==> config.mk <==
export PLATFORM = sky130hd
export DESIGN_NAME = tc16_timer
export DESIGN_NICKNAME = d
export VERILOG_FILES = /design/src/tc16_pkg.sv /design/src/tc16_timer.sv
export SDC_FILE = /design/constraint.sdc
export NUM_CORES = 1
export LEC_CHECK = 0
export BUFFER_PORTS_ARGS = -buffer_cell sky130_fd_sc_hd__buf_2
export CAP_MARGIN = 20
export CORE_ASPECT_RATIO = 1.25
export CORE_MARGIN = 1
export CORE_UTILIZATION = 40
export DETAILED_ROUTE_END_ITERATION = 16
export GPL_TIMING_DRIVEN = 0
export SYNTH_ARGS = -nofsm -noshare
export SYNTH_HDL_FRONTEND = slang
export SYNTH_SLANG_ARGS = --single-unit
==> constraint.sdc <==
create_clock -name clk -period 4.7 [get_ports clk]
set_input_delay 0.94 -clock clk [delete_from_list [all_inputs] [get_ports clk]]
set_output_delay 0.94 -clock clk [all_outputs]
set_load 0.05 [all_outputs]
==> src/tc16_pkg.sv <==
// Constants and types for the 16-bit timer counter with input capture
package tc16_pkg;
    // ************
    // Register map
    // ************
    localparam logic [3:0] ADR_CTRL_A = 4'h0;
    localparam logic [3:0] ADR_CTRL_B = 4'h1;
    localparam logic [3:0] ADR_CNT_LO = 4'h2;
    localparam logic [3:0] ADR_CNT_HI = 4'h3;
    localparam logic [3:0] ADR_CAP_LO = 4'h4;
    localparam logic [3:0] ADR_CAP_HI = 4'h5;
    localparam logic [3:0] ADR_CMPA_LO = 4'h6;
    localparam logic [3:0] ADR_CMPA_HI = 4'h7;
    localparam logic [3:0] ADR_FLAGS = 4'h8;
    localparam logic [3:0] ADR_MASK = 4'h9;
    localparam logic [3:0] ADR_CMP_CS = 4'ha;
    // ***************
    // Field positions
    // ***************
    localparam int CA_WGM_LSB = 0;
    localparam int CB_CS_LSB = 0;
    localparam int CB_WGM_LSB = 3;
    localparam int CB_EDGE = 6;
    localparam int CB_FILT = 7;
    localparam int FLG_OVF = 0;
    localparam int FLG_CAP = 5;
    localparam int CMP_SEL = 2;
    // *****************
    // Values and codes
    // *****************
    localparam logic [7:0] BYTE_RST = 8'h00;
    localparam logic [15:0] CNT_BOTTOM = 16'h0000;
    localparam logic [15:0] CNT_MAX = 16'hffff;
    localparam logic [15:0] TOP8 = 16'h00ff;
    localparam logic [15:0] TOP9 = 16'h01ff;
    localparam logic [15:0] TOP10 = 16'h03ff;
    localparam logic [15:0] CNT_ONE = 16'h0001;
    localparam logic [2:0] CS_STOP = 3'h0;
    localparam logic [2:0] CS_DIV1 = 3'h1;
    localparam logic [2:0] CS_DIV8 = 3'h2;
    localparam logic [2:0] CS_DIV64 = 3'h3;
    localparam logic [2:0] CS_DIV256 = 3'h4;
    localparam logic [2:0] CS_DIV1024 = 3'h5;
    localparam logic [2:0] CS_EXT_FALL = 3'h6;
    localparam logic [2:0] CS_EXT_RISE = 3'h7;
    localparam int PRE_W = 10;
    localparam int FILT_SAMPLES = 4;
    typedef enum logic {TC16_UP, TC16_DOWN} tc16_dir_t;
    typedef struct packed {
        logic filt_en;
        logic edge_rise;
        logic [3:0] wgm;
        logic [2:0] cs;
    } tc16_cfg_t;
endpackage

==> src/tc16_timer.sv <==
// 16-bit up/down timer counter with input capture and 8-bit register port
`timescale 1ns/1ps
`default_nettype none
module tc16_timer #(
    parameter bit FIRST_INSTANCE = 1'b1,
    parameter int FILT_LEN = tc16_pkg::FILT_SAMPLES
) (
    input wire logic clk,
    input wire logic rst_n,
    input wire logic [3:0] addr,
    input wire logic [7:0] wdata,
    input wire logic wr,
    input wire logic rd,
    output logic [7:0] rdata,
    input wire logic capture_pin,
    input wire logic comparator_output,
    input wire logic ext_clk_pin,
    input wire logic ovf_irq_ack,
    input wire logic capture_irq_ack,
    output logic ovf_irq,
    output logic capture_irq,
    output logic count_top,
    output logic count_bottom
);
    import tc16_pkg::*;

    generate
        if (FILT_LEN < 2) begin : g_chk
            $error("FILT_LEN must be at least 2");
        end
    endgenerate

    // ******************
    // Registers and cfg
    // ******************
    logic [7:0] ctrl_a_r, ctrl_b_r, mask_r, cmp_cs_r, temp_r, rdata_r;
    logic [15:0] cnt_r, icr_r, ocra_r;
    tc16_dir_t dir_r, dir_nxt;
    logic [15:0] cnt_nxt;
    logic ovf_flag_r, cap_flag_r, ovf_irq_r, cap_irq_r;
    logic top_r, bottom_r;
    logic [PRE_W-1:0] pre_r;
    tc16_cfg_t cfg;

    assign cfg.filt_en = ctrl_b_r[CB_FILT];
    assign cfg.edge_rise = ctrl_b_r[CB_EDGE];
    assign cfg.wgm = {ctrl_b_r[CB_WGM_LSB+1:CB_WGM_LSB],
                      ctrl_a_r[CA_WGM_LSB+1:CA_WGM_LSB]};
    assign cfg.cs = ctrl_b_r[CB_CS_LSB+2:CB_CS_LSB];

    wire wr_cnt_lo = wr && (addr == ADR_CNT_LO);
    wire rd_cnt_lo = rd && (addr == ADR_CNT_LO);
    wire rd_cap_lo = rd && (addr == ADR_CAP_LO);
    wire wr_cap_lo = wr && (addr == ADR_CAP_LO);
    wire wr_hi = wr && (addr == ADR_CNT_HI || addr == ADR_CAP_HI ||
                        addr == ADR_CMPA_HI);
    wire wr_flags = wr && (addr == ADR_FLAGS);
    wire [7:0] cnt_hi = cnt_r[15:8];

    // ***************
    // Mode decoding
    // ***************
    wire icr_top = (cfg.wgm == 4'h8) || (cfg.wgm == 4'ha) ||
                   (cfg.wgm == 4'hc) || (cfg.wgm == 4'he);
    wire ocra_top = (cfg.wgm == 4'h4) || (cfg.wgm == 4'h9) ||
                    (cfg.wgm == 4'hb) || (cfg.wgm == 4'hf);
    wire dual = (cfg.wgm >= 4'h1 && cfg.wgm <= 4'h3) ||
                (cfg.wgm >= 4'h8 && cfg.wgm <= 4'hb);
    wire fast = (cfg.wgm >= 4'h5 && cfg.wgm <= 4'h7) ||
                (cfg.wgm == 4'he) || (cfg.wgm == 4'hf);
    wire [1:0] res = cfg.wgm[1:0];
    wire [15:0] fix_top = (res == 2'h1) ? TOP8 :
                          (res == 2'h2) ? TOP9 : TOP10;
    wire [15:0] top = icr_top ? icr_r :
                      ocra_top ? ocra_r :
                      (cfg.wgm[3] || cfg.wgm == 4'h0) ? CNT_MAX : fix_top;

    // ***************
    // Tick selection
    // ***************
    logic ext_s1_r, ext_s2_r, ext_s3_r;
    logic cap_s1_r, cap_s2_r, cmp_s1_r, cmp_s2_r;
    wire ext_rise = ext_s2_r && !ext_s3_r;
    wire ext_fall = !ext_s2_r && ext_s3_r;
    logic tick;
    always_comb begin
        case (cfg.cs)
            CS_STOP: tick = 1'b0;
            CS_DIV1: tick = 1'b1;
            CS_DIV8: tick = &pre_r[2:0];
            CS_DIV64: tick = &pre_r[5:0];
            CS_DIV256: tick = &pre_r[7:0];
            CS_DIV1024: tick = &pre_r[9:0];
            CS_EXT_FALL: tick = ext_fall;
            CS_EXT_RISE: tick = ext_rise;
            default: tick = 1'b0;
        endcase
    end

    // ***************
    // Counter unit
    // ***************
    always_comb begin
        cnt_nxt = cnt_r;
        dir_nxt = dir_r;
        if (wr_cnt_lo) begin
            cnt_nxt = {temp_r, wdata};
        end else if (tick) begin
            if (!dual) begin
                cnt_nxt = (cnt_r == top) ? CNT_BOTTOM : cnt_r + CNT_ONE;
            end else if (dir_r == TC16_UP) begin
                if (cnt_r >= top) begin
                    dir_nxt = TC16_DOWN;
                    cnt_nxt = cnt_r - CNT_ONE;
                end else begin
                    cnt_nxt = cnt_r + CNT_ONE;
                end
            end else if (cnt_r == CNT_BOTTOM) begin
                dir_nxt = TC16_UP;
                cnt_nxt = cnt_r + CNT_ONE;
            end else begin
                cnt_nxt = cnt_r - CNT_ONE;
            end
        end
    end

    wire ovf_at = dual ? (cnt_r == CNT_BOTTOM && dir_r == TC16_DOWN) :
                  fast ? (cnt_r == top) : (cnt_r == CNT_MAX);
    wire ovf_ev = tick && !wr_cnt_lo && ovf_at;

    // ******************
    // Capture front end
    // ******************
    logic [FILT_LEN-1:0] hist_r;
    logic filt_r, prev_r;
    wire raw_src = (FIRST_INSTANCE && cmp_cs_r[CMP_SEL]) ?
                   cmp_s2_r : cap_s2_r;
    wire hist_eq = (&hist_r) || !(|hist_r);
    wire sel_in = cfg.filt_en ? filt_r : raw_src;
    wire edge_hit = cfg.edge_rise ? (sel_in && !prev_r) :
                    (!sel_in && prev_r);
    wire cap_ev = edge_hit && !icr_top;

    // ***************
    // Flags and bus
    // ***************
    wire ovf_clr = (wr_flags && wdata[FLG_OVF]) || ovf_irq_ack;
    wire cap_clr = (wr_flags && wdata[FLG_CAP]) || capture_irq_ack;
    wire ovf_flag_nxt = ovf_ev || (ovf_flag_r && !ovf_clr);
    wire cap_flag_nxt = cap_ev || (cap_flag_r && !cap_clr);
    wire [7:0] flags_rd = 8'(ovf_flag_r) << FLG_OVF |
                          8'(cap_flag_r) << FLG_CAP;
    logic [7:0] rd_mux, temp_nxt;
    always_comb begin
        case (addr)
            ADR_CTRL_A: rd_mux = ctrl_a_r;
            ADR_CTRL_B: rd_mux = ctrl_b_r;
            ADR_CNT_LO: rd_mux = cnt_r[7:0];
            ADR_CNT_HI: rd_mux = temp_r;
            ADR_CAP_LO: rd_mux = icr_r[7:0];
            ADR_CAP_HI: rd_mux = temp_r;
            ADR_CMPA_LO: rd_mux = ocra_r[7:0];
            ADR_CMPA_HI: rd_mux = ocra_r[15:8];
            ADR_FLAGS: rd_mux = flags_rd;
            ADR_MASK: rd_mux = mask_r;
            ADR_CMP_CS: rd_mux = cmp_cs_r;
            default: rd_mux = BYTE_RST;
        endcase
    end
    always_comb begin
        temp_nxt = temp_r;
        if (wr_hi) begin
            temp_nxt = wdata;
        end else if (rd_cnt_lo) begin
            temp_nxt = cnt_r[15:8];
        end else if (rd_cap_lo) begin
            temp_nxt = icr_r[15:8];
        end
    end

    // ***************
    // Flip-flops
    // ***************
    always_ff @(posedge clk or negedge rst_n) begin
        if (!rst_n) begin
            {ext_s1_r, ext_s2_r, ext_s3_r} <= 3'h0;
            {cap_s1_r, cap_s2_r, cmp_s1_r, cmp_s2_r} <= 4'h0;
            hist_r <= '0;
            filt_r <= 1'b0;
            prev_r <= 1'b0;
            pre_r <= '0;
        end else begin
            ext_s1_r <= ext_clk_pin;
            ext_s2_r <= ext_s1_r;
            ext_s3_r <= ext_s2_r;
            cap_s1_r <= capture_pin;
            cap_s2_r <= cap_s1_r;
            cmp_s1_r <= comparator_output;
            cmp_s2_r <= cmp_s1_r;
            hist_r <= {hist_r[FILT_LEN-2:0], raw_src};
            if (hist_eq) begin
                filt_r <= hist_r[0];
            end
            prev_r <= sel_in;
            pre_r <= pre_r + 1'b1;
        end
    end

    always_ff @(posedge clk or negedge rst_n) begin
        if (!rst_n) begin
            {ctrl_a_r, ctrl_b_r, mask_r, cmp_cs_r} <= 32'h0;
            temp_r <= BYTE_RST;
            rdata_r <= BYTE_RST;
            cnt_r <= CNT_BOTTOM;
            dir_r <= TC16_UP;
        end else begin
            if (wr && addr == ADR_CTRL_A) ctrl_a_r <= wdata;
            if (wr && addr == ADR_CTRL_B) ctrl_b_r <= wdata;
            if (wr && addr == ADR_MASK) mask_r <= wdata;
            if (wr && addr == ADR_CMP_CS) cmp_cs_r <= wdata;
            temp_r <= temp_nxt;
            rdata_r <= rd ? rd_mux : BYTE_RST;
            cnt_r <= cnt_nxt;
            dir_r <= dir_nxt;
        end
    end

    always_ff @(posedge clk or negedge rst_n) begin
        if (!rst_n) begin
            icr_r <= CNT_BOTTOM;
            ocra_r <= CNT_BOTTOM;
            {ovf_flag_r, cap_flag_r, ovf_irq_r, cap_irq_r} <= 4'h0;
            {top_r, bottom_r} <= 2'h0;
        end else begin
            if (cap_ev) begin
                icr_r <= cnt_r;
            end else if (wr_cap_lo && icr_top) begin
                icr_r <= {temp_r, wdata};
            end
            if (wr && addr == ADR_CMPA_LO) ocra_r <= {temp_r, wdata};
            ovf_flag_r <= ovf_flag_nxt;
            cap_flag_r <= cap_flag_nxt;
            ovf_irq_r <= ovf_flag_nxt && mask_r[FLG_OVF];
            cap_irq_r <= cap_flag_nxt && mask_r[FLG_CAP];
            top_r <= (cnt_nxt == top);
            bottom_r <= (cnt_nxt == CNT_BOTTOM);
        end
    end

    assign rdata = rdata_r;
    assign ovf_irq = ovf_irq_r;
    assign capture_irq = cap_irq_r;
    assign count_top = top_r;
    assign count_bottom = bottom_r;
endmodule
`default_nettype wire

==> metrics <==
final critical-path required period=4.69 ns; # rows=58; initial antenna violation count=0; # diodes=0; Yosys cell types=87; total number of vias=8357; pre-CTS setup slack=-2.15 ns; DRC=0; largest net degree at the start of global routing=99; drt pass-1 iters=5; crit path launch type=register; final hold vios=0; Root Driver=clkbuf_16; CTS Buf Count=17; Max Buffers Root-to-Sink=2; hold worst-path end=cap_s2_r; Gate Count Post-Synth=928; post-synthesis sequential area ratio=38.1%; Via density=6.48; FF-to-FF path depth=22; fin area=10200 um^2; metal1 wirelength=12400 um; Net count, final=1054; DR WL met3=2550 um; final core occ=50.6%; CP Max Fanout=7; clk_skew=0.0129 ns; Starting Density=41.0%; Worst slew margin=20.5%; async set or reset register ratio after synthesis=100%; dominant synthesized flop cell=dfrtp_1; synthesized cell area=8270 um^2; period utilization=99.9%; Syn Nets=975; register area=3150 um^2; Avg Cell Area, Syn=8.91 um^2; Max IR drop VDD=0.314 mV; Worst Path Required=5.06 ns; CP Cell Sequence=inv_2 -> ha_4 -> nor2b_4 -> o21ai_2 -> o21a_4 -> o21ai_1 -> o21ai_2 -> inv_2 -> ha_1 -> nand4_1 -> buf_6 -> nor4_4 -> buf_6 -> buf_8 -> or4_4 -> and3_1 -> o22a_2 -> buf_4 -> a221oi_2 -> nand4_1 -> nor4_4 -> and4_1; CTS tree=done; Setup-failing EPs final=0; Critical Path AT=5.06 ns; GRT Overall Usage=31.9%; critical register-to-register path startpoint=ctrl_a_r[1]; vias in the first global route=8022; min-delay worst type=register to register; I/O Buffers=27; # IOs=33; hold-critical path depth=0; Slew Viols, Final=0; Least-Margin Pin Slew=1.18 ns; layout cells sized above 1=25.3%; Final Total Pwr=5.70 mW; fmax=0.213 GHz; number of synthesized flops with an enable pin=0; first-pass GRT wire length=48900 um; die area=21300 um^2; Clock transition at path regs=0.06 ns; Max H-tree Level=4; fin cells=1290; WL per Instance=25.4 um; Yosys reg bits=126; synth-to-layout area growth=23.4%; Iteration-0 DRC Markers=968; die width=131 um; Clock Latency Late Sink=0.43 ns; metal2 WL=15400 um; run status=completed; RSZ-0062 raised after global routing=yes; final wirelength=32800 um; CORE AREA=20200 um^2; Die Y=163 um; crit-path max cell delay=0.48 ns; grt ovf=0; routability cong.=1.01; CTS Sinks=126; # fillers=1967; r2r endpoint=count_top; Hold Startpoint=cap_s1_r; setup slack after layout=0.00578 ns; DP Cell Count=1226; slowest stage cell, crit path=or4_4; area of the multi-input gates=5230 um^2; reg-to-reg setup timing slack=0.006 ns; CP Capture Type=register; leakage power=4.14 nW; antenna-violating nets left=0; WS Path Type=register to register; yosys warns=0; post-detail-place hpwl=23500 um; PD cells=558 nW/um^2; Max Used Layer=met4; Cell Area, Placed=8780 um^2; max-cap violation count=0
==> where the power goes <==
part | internal, mW | leakage [nW] | switching (mW)
registers | 1.32 | 1.58 | 0.315
logic | 1.03 | 2.26 | 1.62
clock network | 0.861 | 0.300 | 0.558
==> metrics by stage <==
stage               hold WS, ns  setup TNS (ns)
detailed placement        0.340          -14.94
finish                    0.347               0
floorplan                 0.331               0
CTS                       0.353          -0.122
global placement          0.336          -16.10
global route              0.351          -0.199
==> what timing repair did <==
item	CTS	global route
resized for setup	80	52
pin swaps	18	31
hold buffers	0	0
endpoints found under the setup margin	21	4
setup buffers	16	17
==> worst max path at each step <==
stage / from / endpoint / cells after the start
global route: ctrl_a_r[1] / count_top / 22
detailed placement: ctrl_a_r[0] / count_top / 19
CTS: ctrl_a_r[1] / count_top / 22
floorplan: ctrl_a_r[0] / count_bottom / 20
finish: ctrl_a_r[1] / count_top / 22
global placement: ctrl_a_r[1] / count_top / 19
==> cell usage in the layout, fill, tap and decap left out, types with 18 or more instances in the layout <==
master / count
nor2_1: 75
nand2_1: 90
clkbuf_1: 47
buf_2: 33
mux2_2: 48
nand3_1: 37
dfrtp_1: 125
a22oi_1: 23
nor3_1: 24
buf_4: 32
a21oi_1: 46
o21ai_0: 32
inv_1: 18
==> flip-flops by register name, indices dropped and copies added (netlist names), 4 cells and up <==
name,flops
cnt_r,16
icr_r,16
ocra_r,16
pre_r,10
cmp_cs_r,8
ctrl_a_r,8
ctrl_b_r,8
mask_r,8
rdata,8
temp_r,8
hist_r,4
==> worst max-delay path, delay by kind of cell, from the launching register on <==
kind            cells  cell delay [ns]
compound gates      6             1.20
fa+ha+maj           2             0.46
buf+inv             6             0.76
flops               1             0.43
simple gates        8             1.76
==> area by class of cell <==
| cell class | instances | area share, % |
|---|---|---|
| Multi-Input combinational cell | 709 | 51.3 |
| Sequential cell | 126 | 30.9 |
| Clock buffer | 19 | 4.34 |
| Timing Repair Buffer | 61 | 4.23 |
| Buffer | 68 | 3.37 |
| Tap cell | 270 | 3.31 |
| Clock inverter | 13 | 1.69 |
| Inverter | 24 | 0.907 |
==> routing by layer <==
metal	up-vias	track usage (%)
met2	502	51.2
met5	-	0
met4	0	23.3
li1	3625	-
met1	4082	37.3
met3	148	6.87
==> cells by family after synthesis <==
| family | after synthesis | share of synthesized area (%) |
|---|---|---|
| simple gates | 346 | 21.4 |
| compound gates | 253 | 21.1 |
| flops | 126 | 38.1 |
| mux | 65 | 8.59 |
| xor+xnor | 19 | 2.01 |
| fa+ha+maj | 26 | 3.93 |
| buf+inv | 93 | 4.81 |
==> synthesized netlist by cell type, types with 9 or more instances <==
cell type	number	area (um^2)
nor3_1	28	140
mux2i_1	17	170
xnor2_1	10	87.6
nand4_1	13	81.3
nor2_1	79	297
and3_1	11	68.8
a22oi_1	23	173
a31oi_1	15	93.8
or3_1	9	56.3
mux2_2	48	541
nand2_1	93	349
o21ai_1	10	50.1
xor2_1	9	78.8
ha_1	26	325
dfrtp_1	126	3150
nand3_1	39	195
inv_1	23	86.3
o211ai_1	9	67.6
a21oi_1	54	270
clkbuf_1	52	195
o21ai_0	40	200
Note: power is estimated with default switching activity, not from simulation.
